## src/common/rtf_defines.svh

```systemverilog
/*
  Constants of the relay trigger and fault indicator block: register map,
  control field positions, reset values, trigger modes and timing figures.
  Assumes a 200 MHz system clock; all long times count 1 ms ticks.
*/
`ifndef RTF_DEFINES_SVH
`define RTF_DEFINES_SVH

// register map (byte addresses)
`define RTF_ADDR_CTRL 4'h0
`define RTF_ADDR_DELAY 4'h4
`define RTF_ADDR_STATUS 4'h8

// control register fields
`define RTF_CTRL_W 11
`define RTF_CTRL_MODE_LSB 0
`define RTF_CTRL_MODE_MSB 2
`define RTF_CTRL_OVR_HI 3
`define RTF_CTRL_BYPASS 4
`define RTF_CTRL_CB_EN 5
`define RTF_CTRL_UV_EN 6
`define RTF_CTRL_OV_EN 7
`define RTF_CTRL_FLED_EN 8
`define RTF_CTRL_SLED_EN 9
`define RTF_CTRL_RETRY 10
`define RTF_CTRL_RESET 11'h3E0
`define RTF_DELAY_W 16
`define RTF_DELAY_RESET 16'h0000

// main trigger configurations
`define RTF_MAIN_REM_HI 3'h0
`define RTF_MAIN_REM_LO 3'h1
`define RTF_MAIN_OB 3'h2
`define RTF_MAIN_OB_HI 3'h3
`define RTF_MAIN_OB_LO 3'h4

// timing
`define RTF_CLK_KHZ 200000
`define RTF_TICK_MS 1
`define RTF_TICK_W 18
`define RTF_DEBOUNCE_MS 40
`define RTF_DELAY_STEP_MS 2
`define RTF_LOCKOUT_S 10
`define RTF_MS_PER_S 1000
`define RTF_SET_HALF_MS 250
`define RTF_SET_DARK_MS 2000
`define RTF_CB2_HALF_MS 500
`define RTF_CB1_HALF_MS 1000
`define RTF_OT_HALF_MS 125
`define RTF_SC_BLINKS 3'h7
`define RTF_MS_W 11

`endif

```

## src/common/rtf_pkg.sv

```systemverilog
/*
  Types of the relay trigger and fault indicator block.
  Assumes nothing beyond a SystemVerilog compiler.
*/
package rtf_pkg;

  typedef enum logic [2:0] {
    RTF_PAT_OFF = 3'h0,
    RTF_PAT_STEADY = 3'h1,
    RTF_PAT_OT = 3'h2,
    RTF_PAT_CB1 = 3'h3,
    RTF_PAT_CB2 = 3'h4,
    RTF_PAT_SET = 3'h5
  } rtf_pat_type;

  typedef enum logic [1:0] {
    RTF_PH_IDLE = 2'h0,
    RTF_PH_ON = 2'h1,
    RTF_PH_OFF = 2'h3,
    RTF_PH_DARK = 2'h2
  } rtf_phase_type;

endpackage

```

## src/common/rtf_blink_if.sv

```systemverilog
/*
  Link between the relay control logic and the fault pattern generator.
  Assumes both ends run on the same clock; tick is a one-cycle 1 ms pulse.
*/
`timescale 1ns/1ps
interface rtf_blink_if;
  import rtf_pkg::*;
  logic tick;
  rtf_pat_type pat;
  logic [2:0] blinks;
  logic lamp;
  modport ctl (output tick, output pat, output blinks, input lamp);
  modport gen (input tick, input pat, input blinks, output lamp);
endinterface

```

## src/rtl/rtf_blink.sv

```systemverilog
/*
  Fault indicator pattern generator: steady, continuous blink or counted
  blink sets with a dark gap. Assumes a 1 ms tick and a pattern that is
  held stable by the caller; a pattern change restarts the sequence.
*/
`timescale 1ns/1ps
`include "rtf_defines.svh"
module rtf_blink
  import rtf_pkg::*;
(
  input wire logic clock, // system clock
  input wire logic sys_rst, // synchronous reset, active high
  rtf_blink_if.gen bl // pattern request and lamp
);

  rtf_phase_type ph_reg, ph_next;
  logic [`RTF_MS_W-1:0] cnt_reg, cnt_next;
  logic [2:0] n_reg, n_next;
  rtf_pat_type last_reg, last_next;
  logic [`RTF_MS_W-1:0] half;

  function automatic logic [`RTF_MS_W-1:0] half_ms(input rtf_pat_type p);
    case (p)
      RTF_PAT_SET: half_ms = `RTF_MS_W'(`RTF_SET_HALF_MS / `RTF_TICK_MS);
      RTF_PAT_CB2: half_ms = `RTF_MS_W'(`RTF_CB2_HALF_MS / `RTF_TICK_MS);
      RTF_PAT_CB1: half_ms = `RTF_MS_W'(`RTF_CB1_HALF_MS / `RTF_TICK_MS);
      RTF_PAT_OT: half_ms = `RTF_MS_W'(`RTF_OT_HALF_MS / `RTF_TICK_MS);
      default: half_ms = `RTF_MS_W'(1);
    endcase
  endfunction

  always_comb begin
    half = half_ms(bl.pat);
    ph_next = ph_reg;
    cnt_next = cnt_reg;
    n_next = n_reg;
    last_next = bl.pat;
    if (bl.pat != last_reg) begin
      ph_next = (bl.pat == RTF_PAT_OFF || bl.pat == RTF_PAT_STEADY) ?
                RTF_PH_IDLE : RTF_PH_ON;
      cnt_next = '0;
      n_next = '0;
    end else if (bl.tick) begin
      cnt_next = cnt_reg + `RTF_MS_W'(1);
      unique case (ph_reg)
        RTF_PH_IDLE: cnt_next = '0;
        RTF_PH_ON: begin
          if (cnt_reg == half - `RTF_MS_W'(1)) begin
            ph_next = RTF_PH_OFF;
            cnt_next = '0;
          end
        end
        RTF_PH_OFF: begin
          if (cnt_reg == half - `RTF_MS_W'(1)) begin
            cnt_next = '0;
            ph_next = RTF_PH_ON;
            // counted sets end in a dark gap
            if (bl.pat == RTF_PAT_SET) begin
              n_next = n_reg + 3'h1;
              if (n_reg + 3'h1 >= bl.blinks) begin
                ph_next = RTF_PH_DARK;
                n_next = '0;
              end
            end
          end
        end
        RTF_PH_DARK: begin
          if (cnt_reg == `RTF_MS_W'(`RTF_SET_DARK_MS / `RTF_TICK_MS - 1)) begin
            ph_next = RTF_PH_ON;
            cnt_next = '0;
          end
        end
      endcase
    end
  end

  always_ff @(posedge clock) begin
    if (sys_rst) begin
      ph_reg <= RTF_PH_IDLE;
      cnt_reg <= '0;
      n_reg <= '0;
      last_reg <= RTF_PAT_OFF;
    end else begin
      ph_reg <= ph_next;
      cnt_reg <= cnt_next;
      n_reg <= n_next;
      last_reg <= last_next;
    end
  end

  // steady for voltage faults, blink phases otherwise
  assign bl.lamp = (last_reg == RTF_PAT_STEADY) || (ph_reg == RTF_PH_ON);
endmodule

```

## src/rtl/rtf_top.sv

```systemverilog
/*
  Relay trigger qualification, switch array command and fault indicators.
  Assumes fault detectors deliver synchronous levels, trigger pins are
  synchronous to clock, and software uses the plain register port.
*/
// The plain strobed port and the placing of the registers were chosen for this implementation.
// How it works
// external outputs mirror every on-board indicator
// disabled on-board indicator also silences external
// short 7 blinks, over-current N, 2 s gap
// slow/fast blink, steady voltage, priority ranks
// five selectable main trigger configurations
// on-board switch opens array, toggle resets; remote-only modes 0 and 1 ignore the switch
// active trigger closes array unless faults
// current fault re-arms after trigger retoggle
// override closes through voltage fault with main
// override polarity selectable, active-low default
// triggers debounced, change must persist 40 ms
// extra trigger delay in 2 ms steps
// debounce may be bypassed
// shutdown reset refused during 10 s lockout
// lower fault pattern resumes after higher clears
// over-temperature keeps tracking triggers
// combined modes need both sources active
`timescale 1ns/1ps
`include "rtf_defines.svh"
module rtf_top
  import rtf_pkg::*;
#(
  parameter int TICK_CYCLES = `RTF_CLK_KHZ * `RTF_TICK_MS,
  parameter int LOCKOUT_TICKS = `RTF_LOCKOUT_S * `RTF_MS_PER_S / `RTF_TICK_MS
) (
  input wire logic clock, // system clock, 200 MHz
  input wire logic sys_rst, // synchronous reset, active high
  input wire logic [3:0] reg_addr, // register byte address
  input wire logic [31:0] reg_wdata, // register write data
  input wire logic reg_wr, // write strobe
  input wire logic reg_rd, // read strobe
  output logic [31:0] reg_rdata, // read data, cycle after strobe
  input wire logic main_remote_in, // remote main trigger level
  input wire logic onboard_sw_in, // on-board switch, high = on
  input wire logic override_input_pos, // override trigger wire
  input wire logic override_input_neg, // override trigger return
  input wire logic fault_short_in, // short-circuit detected
  input wire logic [2:0] fault_oc_level, // over-current level, 0 = none
  input wire logic fault_cb1_in, // circuit-break level 1
  input wire logic fault_cb2_in, // circuit-break level 2
  input wire logic fault_ot_in, // over-temperature
  input wire logic fault_uv_in, // under-voltage
  input wire logic fault_ov_in, // over-voltage
  output logic array_close, // switch array command, high = closed
  output logic led_fault, // on-board red fault indicator
  output logic led_status, // on-board array-closed indicator
  input wire logic ext_fault_in, // external fault pin level
  output logic ext_fault_out, // external fault pin drive value
  output logic ext_fault_oe_n, // external fault pin enable, low drives
  input wire logic ext_status_in, // external status pin level
  output logic ext_status_out, // external status pin drive value
  output logic ext_status_oe_n // external status pin enable, low drives
);

  localparam logic [5:0] DB_LAST = 6'(`RTF_DEBOUNCE_MS / `RTF_TICK_MS - 1);
  localparam logic [16:0] STEP_TICKS =
    17'(`RTF_DELAY_STEP_MS / `RTF_TICK_MS);
  localparam logic [13:0] LOCK_LAST = 14'(LOCKOUT_TICKS - 1);
  localparam logic [`RTF_TICK_W-1:0] TICK_LAST =
    `RTF_TICK_W'(TICK_CYCLES - 1);

  rtf_blink_if bl ();

  // decode of the main trigger configuration
  function automatic logic main_active(input logic [2:0] m,
                                       input logic r, input logic ob);
    case (m)
      `RTF_MAIN_REM_HI: main_active = r;
      `RTF_MAIN_REM_LO: main_active = !r;
      `RTF_MAIN_OB: main_active = ob;
      `RTF_MAIN_OB_HI: main_active = ob && r;
      `RTF_MAIN_OB_LO: main_active = ob && !r;
      default: main_active = 1'b0;
    endcase
  endfunction

  function automatic logic hit(input logic [3:0] a, input logic [3:0] b);
    hit = (a == b);
  endfunction

  // ---------------- registers
  logic [`RTF_CTRL_W-1:0] ctrl_reg, ctrl_next;
  logic [`RTF_DELAY_W-1:0] delay_reg, delay_next;
  logic [31:0] rdata_reg, rdata_next;
  logic [31:0] status_word;
  logic [2:0] mode;
  logic ovr_hi, bypass, cb_en, uv_en, ov_en, fled_en, sled_en, retry;

  assign mode = ctrl_reg[`RTF_CTRL_MODE_MSB:`RTF_CTRL_MODE_LSB];
  assign ovr_hi = ctrl_reg[`RTF_CTRL_OVR_HI];
  assign bypass = ctrl_reg[`RTF_CTRL_BYPASS];
  assign cb_en = ctrl_reg[`RTF_CTRL_CB_EN];
  assign uv_en = ctrl_reg[`RTF_CTRL_UV_EN];
  assign ov_en = ctrl_reg[`RTF_CTRL_OV_EN];
  assign fled_en = ctrl_reg[`RTF_CTRL_FLED_EN];
  assign sled_en = ctrl_reg[`RTF_CTRL_SLED_EN];
  assign retry = ctrl_reg[`RTF_CTRL_RETRY];

  always_comb begin
    ctrl_next = ctrl_reg;
    delay_next = delay_reg;
    rdata_next = '0;
    if (reg_wr && hit(reg_addr, `RTF_ADDR_CTRL))
      ctrl_next = reg_wdata[`RTF_CTRL_W-1:0];
    if (reg_wr && hit(reg_addr, `RTF_ADDR_DELAY))
      delay_next = reg_wdata[`RTF_DELAY_W-1:0];
    if (reg_rd) begin
      if (hit(reg_addr, `RTF_ADDR_CTRL))
        rdata_next = {21'h0, ctrl_reg};
      else if (hit(reg_addr, `RTF_ADDR_DELAY))
        rdata_next = {16'h0, delay_reg};
      else if (hit(reg_addr, `RTF_ADDR_STATUS))
        rdata_next = status_word;
    end
  end

  always_ff @(posedge clock) begin
    if (sys_rst) begin
      ctrl_reg <= `RTF_CTRL_RESET; // override active-low by default
      delay_reg <= `RTF_DELAY_RESET;
      rdata_reg <= '0;
    end else begin
      ctrl_reg <= ctrl_next;
      delay_reg <= delay_next;
      rdata_reg <= rdata_next;
    end
  end
  assign reg_rdata = rdata_reg;

  // ---------------- 1 ms tick
  logic [`RTF_TICK_W-1:0] tick_cnt_reg, tick_cnt_next;
  logic tick;
  always_comb begin
    tick = (tick_cnt_reg == TICK_LAST);
    tick_cnt_next = tick ? '0 : tick_cnt_reg + `RTF_TICK_W'(1);
  end
  always_ff @(posedge clock) begin
    if (sys_rst)
      tick_cnt_reg <= '0;
    else
      tick_cnt_reg <= tick_cnt_next;
  end

  // ---------------- trigger debounce and delay, 0 = main, 1 = override
  logic [1:0] raw, stable, trig_q;
  logic [16:0] dly_target;
  assign raw[0] = main_active(mode, main_remote_in, onboard_sw_in);
  // override polarity
  assign raw[1] = (override_input_pos && !override_input_neg) == ovr_hi;
  assign dly_target = 17'({1'b0, delay_reg} * STEP_TICKS);

  for (genvar i = 0; i < 2; i++) begin : g_trig
    logic st_reg, st_next, q_reg, q_next;
    logic [5:0] db_reg, db_next;
    logic [16:0] dc_reg, dc_next;
    always_comb begin
      st_next = st_reg;
      db_next = '0;
      q_next = q_reg;
      dc_next = '0;
      if (bypass) begin
        st_next = raw[i];
      end else if (raw[i] != st_reg) begin
        db_next = db_reg;
        if (tick) begin
          // change counts only after it persisted
          if (db_reg == DB_LAST)
            st_next = raw[i];
          else
            db_next = db_reg + 6'h1;
        end
      end
      if (st_reg != q_reg) begin
        // programmable response delay
        if (dly_target == 17'h0) begin
          q_next = st_reg;
        end else begin
          dc_next = dc_reg;
          if (tick) begin
            if (dc_reg == dly_target - 17'h1)
              q_next = st_reg;
            else
              dc_next = dc_reg + 17'h1;
          end
        end
      end
    end
    always_ff @(posedge clock) begin
      if (sys_rst) begin
        st_reg <= 1'b0;
        q_reg <= 1'b0;
        db_reg <= '0;
        dc_reg <= '0;
      end else begin
        st_reg <= st_next;
        q_reg <= q_next;
        db_reg <= db_next;
        dc_reg <= dc_next;
      end
    end
    assign stable[i] = st_reg;
    assign trig_q[i] = q_reg;
  end

  logic main_q, ovr_q;
  assign main_q = trig_q[0];
  assign ovr_q = trig_q[1];

  // ---------------- current-fault shutdown latch
  logic latch_reg, latch_next, low_seen_reg, low_seen_next;
  logic [13:0] lock_reg, lock_next;
  rtf_pat_type kind_reg, kind_next;
  logic [2:0] kblk_reg, kblk_next;
  logic trip, lock_done, cb_act, volt_act;

  assign cb_act = cb_en && (fault_cb1_in || fault_cb2_in);
  assign trip = fault_short_in || (fault_oc_level != 3'h0) || cb_act;
  assign volt_act = (uv_en && fault_uv_in) || (ov_en && fault_ov_in);
  assign lock_done = (lock_reg == LOCK_LAST);

  always_comb begin
    latch_next = latch_reg;
    low_seen_next = low_seen_reg;
    lock_next = lock_reg;
    kind_next = kind_reg;
    kblk_next = kblk_reg;
    if (trip) begin
      // a new trip wins over any reset in the same cycle
      latch_next = 1'b1;
      low_seen_next = 1'b0;
      if (!latch_reg)
        lock_next = '0;
      if (fault_short_in) begin
        kind_next = RTF_PAT_SET;
        kblk_next = `RTF_SC_BLINKS;
      end else if (fault_oc_level != 3'h0) begin
        kind_next = RTF_PAT_SET;
        kblk_next = fault_oc_level;
      end else if (fault_cb2_in) begin
        kind_next = RTF_PAT_CB2;
      end else begin
        kind_next = RTF_PAT_CB1;
      end
    end else if (latch_reg) begin
      if (tick && !lock_done)
        lock_next = lock_reg + 14'h1;
      if (!main_q)
        low_seen_next = 1'b1;
      // retoggle or retry, never before lockout ends
      if (lock_done && ((low_seen_reg && main_q) || retry))
        latch_next = 1'b0;
    end
  end

  always_ff @(posedge clock) begin
    if (sys_rst) begin
      latch_reg <= 1'b0;
      low_seen_reg <= 1'b0;
      lock_reg <= '0;
      kind_reg <= RTF_PAT_OFF;
      kblk_reg <= '0;
    end else begin
      latch_reg <= latch_next;
      low_seen_reg <= low_seen_next;
      lock_reg <= lock_next;
      kind_reg <= kind_next;
      kblk_reg <= kblk_next;
    end
  end

  // ---------------- array command and indicators
  logic close_reg, close_next, fled_reg, fled_next, sled_reg, sled_next;
  always_comb begin
    // tracks triggers live, so over-temperature exit follows them
    close_next = main_q && !latch_reg && !trip && !fault_ot_in &&
                 (!volt_act || ovr_q);
    // highest ranked active pattern, lower one resumes
    if (latch_reg) begin
      bl.pat = kind_reg;
    end else if (fault_ot_in) begin
      bl.pat = RTF_PAT_OT;
    end else if (volt_act) begin
      bl.pat = RTF_PAT_STEADY;
    end else begin
      bl.pat = RTF_PAT_OFF;
    end
    bl.blinks = kblk_reg;
    bl.tick = tick;
    fled_next = fled_en && bl.lamp;
    sled_next = sled_en && close_reg;
  end

  always_ff @(posedge clock) begin
    if (sys_rst) begin
      close_reg <= 1'b0;
      fled_reg <= 1'b0;
      sled_reg <= 1'b0;
    end else begin
      close_reg <= close_next;
      fled_reg <= fled_next;
      sled_reg <= sled_next;
    end
  end

  rtf_blink u_blink (
    .clock(clock),
    .sys_rst(sys_rst),
    .bl(bl.gen)
  );

  assign array_close = close_reg;
  assign led_fault = fled_reg;
  assign led_status = sled_reg;
  // open-drain mirrors pull low while the on-board indicator is lit
  assign ext_fault_out = 1'b0;
  assign ext_fault_oe_n = !fled_reg;
  assign ext_status_out = 1'b0;
  assign ext_status_oe_n = !sled_reg;

  assign status_word = {20'h0, kblk_reg, kind_reg[0], ext_status_in,
                        ext_fault_in, fled_reg, ovr_q, main_q,
                        latch_reg && !lock_done, latch_reg, close_reg};
endmodule
```

## config.mk

```make
export PLATFORM = sky130hd
export DESIGN_NAME = rtf_top
export DESIGN_NICKNAME = d
export VERILOG_FILES = /design/src/common/rtf_pkg.sv /design/src/common/rtf_blink_if.sv /design/src/rtl/rtf_blink.sv /design/src/rtl/rtf_top.sv
export VERILOG_INCLUDE_DIRS = /design/src /design/src/common
export SDC_FILE = /design/constraint.sdc
export NUM_CORES = 1
export LEC_CHECK = 0
export BUFFER_PORTS_ARGS = -buffer_cell sky130_fd_sc_hd__buf_2
export CAP_MARGIN = 20
export CORE_ASPECT_RATIO = 2
export CORE_UTILIZATION = 24
export DETAILED_ROUTE_END_ITERATION = 16
export GPL_TIMING_DRIVEN = 0
export HOLD_SLACK_MARGIN = 0.1
export REMOVE_ABC_BUFFERS = 1
export SLEW_MARGIN = 20
export SYNTH_ARGS = -nofsm -noshare
export SYNTH_HDL_FRONTEND = slang
export SYNTH_SLANG_ARGS = --single-unit
```

## constraint.sdc

```tcl
create_clock -name clock -period 4.25 [get_ports clock]
set_clock_uncertainty 0.15 [all_clocks]
set_input_delay 0.2125 -clock clock [delete_from_list [all_inputs] [get_ports clock]]
set_output_delay 0.2125 -clock clock [all_outputs]
set_load 0.05 [all_outputs]
```

=== Word level (Yosys, flattened, before mapping) ===
Cells that the tools add are included.

* Add/sub/neg operators: 10
* Magnitude comparators: 1
* Eq/ne operators: 33
* Multiplexer cells: 47
* Bitwise logic cells: 10
* Reductions and logical operators: 78

{| class="wikitable"
|+ Operators by type and width
! operator !! number
|-
| 2-to-1 mux 14 bit || 4
|-
| case mux 10 bit (4 select lines) || 1
|-
| adder 17 x 1 -> 17 bit (second input constant) || 2
|-
| == test 17 bit || 2
|-
| 2-to-1 mux 11 bit || 3
|-
| case mux 11 bit (3 select lines) || 1
|-
| nonzero test 2 bit || 12
|-
| 2-to-1 mux 3 bit || 7
|-
| 2-to-1 mux 1 bit || 19
|-
| adder 18 x 1 -> 18 bit (second input constant) || 1
|-
| == test 18 bit (second input constant) || 1
|-
| logical AND 1 bit || 18
|-
| zero test 17 bit || 1
|-
| subtractor 17 x 1 -> 17 bit (second input constant) || 1
|-
| 2-to-1 mux 16 bit || 1
|-
| 2-to-1 mux 2 bit || 8
|-
| AND reduction 3 bit || 5
|-
| OR reduction 3 bit || 5
|-
| adder 14 x 1 -> 14 bit (second input constant) || 1
|-
| == test 14 bit (second input constant) || 1
|-
| adder 6 x 1 -> 6 bit (second input constant) || 2
|-
| == test 3 x 2 -> 1 bit (second input constant) || 4
|-
| == test 6 bit (second input constant) || 2
|-
| 2-to-1 mux 12 bit || 1
|-
| 32 further kinds || 76
|}

* Register bits after elaboration: 171
* Bits of input ports: 55
* Output and inout port bits: 39
* Logic and storage cells: 205

=== Logic depth before layout (Yosys ltp) ===
* Depth after elaboration: 13
* Depth in mapped cells: 14
* Gate-level depth less buffers: 11

=== Cells and area by module ===
A second synthesis with hierarchy kept.

* Cells, all modules: 1,116
* Area, all modules: 8,962.3 um^2

{| class="wikitable"
|+ By module, submodules not included
! module !! times used !! cells an instance !! area each (um^2) !! seq. area each (um^2)
|-
| rtf_top || 1 || 924 || 7,448.4 || 2,722.6
|-
| rtf_blink || 1 || 192 || 1,514.0 || 380.4
|}

=== Worst setup path after synthesis ===
No wires, ideal clock.

* Path type: flip-flop to flip-flop
* Start point: register latch_reg
* End point: register u_blink.n_reg[0]
* Library setup time: 132 ps
* Arrival time: 3,174 ps
* Data required time: 3,968 ps
* Setup slack: 794 ps
* Stages on the path, launching flop included: 14
* Buffers on the path: 2
* Clock period less this slack: 3,456 ps
* Path through: dfxtp_1 > clkbuf_1 > inv_1 > a211oi_1 > ha_1 > clkbuf_1 > nor2b_1 > nand3b_1 > a31oi_1 > xor2_1 > or4_1 > nor4_1 > nand2b_1 > a21oi_1

* Cells in the longest elaborated chain, start to end: 6
* Elaborated cells between the ends (all ways): 11
* Classes of those cells: 1 x add/sub; 6 x eq/ne; 2 x mux; 2 x reduce/logical

{| class="wikitable"
|+ RTL lines
! what !! line !! RTL
|-
| start, declared || rtf_top.sv:217 || <nowiki>logic latch_reg, latch_next, low_seen_reg, low_seen_next;</nowiki>
|-
| start signal, assigned || rtf_top.sv:270 || <nowiki>latch_reg <= latch_next;</nowiki>
|-
| 2-to-1 mux 3 bit * || rtf_top.sv:285 || <nowiki>if (latch_reg) begin</nowiki>
|-
| == test 3 x 2 -> 1 bit, or another cell as far along || rtf_blink.sv:23 || <nowiki>case (p)</nowiki>
|-
| case mux 10 bit (4 select lines) || rtf_blink.sv:23 ||
|-
| subtractor 10 x 1 -> 11 bit || rtf_blink.sv:54 || <nowiki>if (cnt_reg == half - `RTF_MS_W'(1)) begin</nowiki>
|-
| == test 11 bit || rtf_blink.sv:54 ||
|-
| AND reduction 4 bit (no source line) || - ||
|-
| end signal, assigned || rtf_blink.sv:86 || <nowiki>n_reg <= n_next;</nowiki>
|-
| end, declared || rtf_blink.sv:18 || <nowiki>logic [2:0] n_reg, n_next;</nowiki>
|}

Every way passes the cells marked *; elsewhere a longest branch is shown, timed or not.
A chain may end at the register's enable or synchronous reset.

=== Worst setup path after layout ===
* Start point: register delay_reg[0]
* End point: register g_trig[1].dc_reg[4]

* Cells in the longest elaborated chain, start to end: 4
* Elaborated cells between the ends (all ways): 6
* Classes of those cells: 1 x add/sub; 1 x eq/ne; 1 x bitwise; 3 x reduce/logical

{| class="wikitable"
|+ RTL lines
! what !! line !! RTL
|-
| start, declared || rtf_top.sv:90 || <nowiki>logic [`RTF_DELAY_W-1:0] delay_reg, delay_next;</nowiki>
|-
| start signal, assigned || rtf_top.sv:127 || <nowiki>delay_reg <= `RTF_DELAY_RESET;</nowiki>
|-
| start signal, assigned || rtf_top.sv:131 || <nowiki>delay_reg <= delay_next;</nowiki>
|-
| subtractor 17 x 1 -> 17 bit || rtf_top.sv:187 || <nowiki>if (dc_reg == dly_target - 17'h1)</nowiki>
|-
| == test 17 bit || rtf_top.sv:187 ||
|-
| NOT 1 bit (no source line) || - ||
|-
| AND reduction 2 bit (no source line) || - ||
|-
| end signal, assigned || rtf_top.sv:205 || <nowiki>dc_reg <= dc_next;</nowiki>
|-
| end, declared || rtf_top.sv:162 || <nowiki>logic [16:0] dc_reg, dc_next;</nowiki>
|}

Several ways; a longest one is shown, not always the timed one.

==> results.txt <==
The sequential fraction of design power is 43.4%. Setup repair after global routing left no endpoint under its margin. Entering global routing, the biggest net connects 60 pins.

The proportion of register bits with asynchronous set or reset after synthesis is 0%. The slowest stage of the critical path is the o21ai_4 cell. The count of unresolved DRC violations after routing is 0.

The ratio of cells with drive above 1 in the final layout came out at 13.4%. The maximum cell stage delay along the critical path is 690 ps. The final antenna diode count came out at 0. Along the worst hold path, the cell count comes to 5. Traced cell by cell, the critical path runs through inv_1, ha_1, nor3b_4, nand4_1, nand3b_1, o2111ai_1, or4b_4, o21ai_4, o21ai_0, a21oi_1. The final route contains 7,774 vias. The final cell area excluding filler cells came out at 0.0102 mm². The mux cell area share after synthesis came out at 2.11%. The count of unique library cells instantiated by Yosys came out at 71.

The final worst-path cycle share is 89.7%. The number of buffers created by CTS is 17. The first global-routing pass estimated 38.1 mm of wire.

The final hold slack came out at 127 ps. The setup path with the least slack is of type flop to flop. The number of pins with negative max-slew slack in the final report is 0. The buffer and inverter count on the worst path came out at 1. Summing the areas of all compound-gate instances in the mapped netlist gives 16.2% of the synthesized area.

The clock network power share came out at 48.2%. The clock tree from TritonCTS is yes. The worst-case vdd ir drop came out at 261 µV. The width of the die is 136 µm.

The flip-flop count of the largest register, all copies and words added came out at 34. The clock tree synthesis step divided the H-tree into 4 levels. The kind of end point of the critical path is a flop.

The total count of hold-check failures in the final report came out at 0. The most used flip-flop cell after synthesis is dfxtp_1. The die covers 0.0366 mm².

The net count of the finished layout is 1,182. In this run switching power makes up 24.0% of total power. The total congestion overflow is 0. Cell internal power was estimated by the tool at 2.62 mW. The first detailed-routing pass took 5 iterations. The shortest period the worst path allows came out at 3810 ps.

The basic-gate share of the synthesized area counting and, or, nand and nor cells is 27.4%. The part of the power in combinational logic came out at 8.4%. The number of synthesized flops with an enable pin is 0. The clock insertion delay at the later pin of the skew report is 440 ps. The cell at the root of the clock tree is clkbuf_16. Input and output buffers added on the ports amount to 59. The post-CTS repair timing setup buffer count is 0.

For this run, global-route usage on met1 was measured as 12.9%. The number of antenna violations at the first check in global routing is 0. The relative slew slack came out at 40.7%. The yosys synthesis warning count is 0. The logic depth of the worst path, buffers included came out at 10.

The total routing resource utilization after global routing came out at 13.4%. The run finished with clean final reports. Data arrives at the worst endpoint at 4030 ps. The clock net in this run drives a total of 155 sinks. The met3 track demand over resource in global routing is 2.26%. The via count of the first global-routing pass came out at 7,529. The synthesized instance count came out at 1,055. For this run, global-route usage on met2 was measured as 24.8%. The maximum frequency from static timing analysis is 0.262 GHz. The final RePlAce weighted congestion came out at 0.850. The critical path launch point type is a flop. After synthesis, flip-flops and latches occupy 36.2% of the total area. The number of top-level pins came out at 94.

The die outline height came out at 269 µm. The combined area of all synthesized cells is 0.00858 mm². The most used routing layer is met2.

The clock-pin slew of the registers on the worst-case setup and hold paths came out at 70 ps. The starting utilization of the core area came out at 24.5%. The number of storage elements in the synthesis netlist came out at 155. The critical path's top delay family is simple AND/OR/NAND/NOR gates. The number of rows created at floorplan came out at 97. Of the total synthesized cell area, the portion taken by XOR and XNOR cells is 9.97%. The average size of a mapped cell is 8.14 µm². Setup violations remaining at the end of the flow were counted as 0.

In this run the power spent charging and discharging nets is 0.825 mW. The number of nets still failing antenna checks after routing came out at 0. By area, the combinational part of the netlist is dominated by simple AND/OR/NAND/NOR gates. The reported leakage power came out at 3.54 nW. The longest clock path from root to sink contains 2 buffers.

The placed instance area is 0.00909 mm². The min-delay analysis places its worst path in the category input port to flop. Power spread over the standard cell area amounts to 337 mW/mm². Max-cap violations in this run came to 0. The per-cell via count in the routed design came out at 4.95. The largest fanout of any net on the critical path came out at 33. The adder-cell area share of the yosys netlist is 1.90%. The average wire per standard cell is 15.1 µm. The sum of routed wire length over all layers is 23.7 mm. Counting the fill cells in the layout gives 3,682. The placeable core region came out at 0.0351 mm². The layout overhead on the synthesized area came out at 18.8%. The depth of the worst register-to-register path came out at 10.

The detailed router's first-iteration violation count came out at 415. The half-perimeter wire length after detailed placement is 17.6 mm. The endpoint required time on the critical path came out at 4470 ps. The slew at the pin with the worst max-slew slack is 889 ps.
==> cells by family (layout without fill, tap and decap cells) <==
| family | count (synthesis) | after routing |
|---|---|---|
| muxes | 18 | 18 |
| and+or+nand+nor | 452 | 452 |
| DFF | 155 | 155 |
| AOI/OAI and AO/OA | 214 | 214 |
| other | 1 | 18 |
| adders and majority gates | 13 | 13 |
| xor gates and xnor gates | 96 | 96 |
| buffers and inverters | 106 | 161 |
==> through the flow <==
stage | total power, mW | util, % | TNS (ps) | setup WS [ps] | cells
6_report | 3.44 | 29.1 | 0 | 440 | 1572
5_1_grt | 3.57 | 29.1 | 0 | 71.5 | 1572
4_1_cts | 3.48 | 29.0 | 0 | 29.6 | 1572
3_5_place_dp | 1.78 | 25.9 | -867 | -120 | 1497
3_3_place_gp | 1.78 | 25.8 | -769 | -95.7 | 1496
2_1_floorplan | 1.69 | - | 0 | 787 | 992
==> cell usage after synthesis, types with 19 or more instances <==
master      n  area share [%]
dfxtp_1   155              36
nand2_1   113             4.9
nor2_1    100             4.4
a21oi_1    69             4.0
xor2_1     54             5.5
clkbuf_1   43             1.9
o21ai_0    42             2.4
xnor2_1    40             4.1
nand3_1    39             2.3
or3_1      31             2.3
inv_1      26             1.1
nand4_1    23             1.7
nor3_1     22             1.3
and3_1     20             1.5
buf_4      19             1.7
==> layout make-up <==
| class | instances | area [µm²] | share of cell area [%] |
|---|---|---|---|
| Clock buffer | 21 | 480 | 4.71 |
| Sequential cell | 155 | 3100 | 30.4 |
| Inverter | 26 | 97.6 | 0.957 |
| Clock inverter | 11 | 165 | 1.62 |
| Timing Repair Buffer | 103 | 733 | 7.19 |
| Multi-Input combinational cell | 811 | 5060 | 49.6 |
| Tap cell | 445 | 557 | 5.46 |
==> layer usage <==
metal	wire length, µm	vias up
li1	-	3809
met3	815	87
met1	8540	3656
met2	12800	222
met5	0	-
met4	1580	0
==> power groups by stage <==
stage	registers (mW)	clock network, mW	logic [mW]
2_1_floorplan	1.52	0	0.170
3_3_place_gp	1.52	0	0.255
3_5_place_dp	1.53	0	0.259
4_1_cts	1.49	1.70	0.288
5_1_grt	1.50	1.76	0.316
6_report	1.49	1.66	0.290
==> what timing repair did <==
item,in CTS,in global routing
resized for setup,1,5
setup endpoints to repair,14,32
hold buffers,43,0
endpoints found under the hold margin,48,0
==> tightest hold or removal path: cells and delay by family <==
kind / cells / cell delay, ps
xor gates and xnor gates: 1 / 150
muxes: 1 / 130
and+or+nand+nor: 2 / 110
buffers and inverters: 1 / 70
==> path summary, 6_finish.rpt <==
check | start | end | slack [ps]
min | override_input_neg | g_trig[1].st_reg$_SDFFE_PP0P_ | 130
max | delay_reg[0]$_SDFFE_PP0P_ | g_trig[1].dc_reg[4]$_SDFFE_PP0P_ | 440
max reg2reg | delay_reg[0]$_SDFFE_PP0P_ | g_trig[1].dc_reg[4]$_SDFFE_PP0P_ | 440
min reg2reg | ctrl_reg[9]$_SDFFE_PP1P_ | led_status$_SDFF_PP0_ | 280
==> cell usage in the layout (no fill, tap or decap), types with 39 or more instances in the layout <==
| master | n |
|---|---|
| nand2_1 | 113 |
| dfxtp_1 | 154 |
| a21oi_1 | 69 |
| o21ai_0 | 42 |
| nand3_1 | 39 |
| buf_2 | 59 |
| xnor2_1 | 40 |
| nor2_1 | 98 |
| xor2_1 | 54 |
| dlygate4sd3_1 | 43 |
Note: power is estimated with default switching activity, not from simulation.
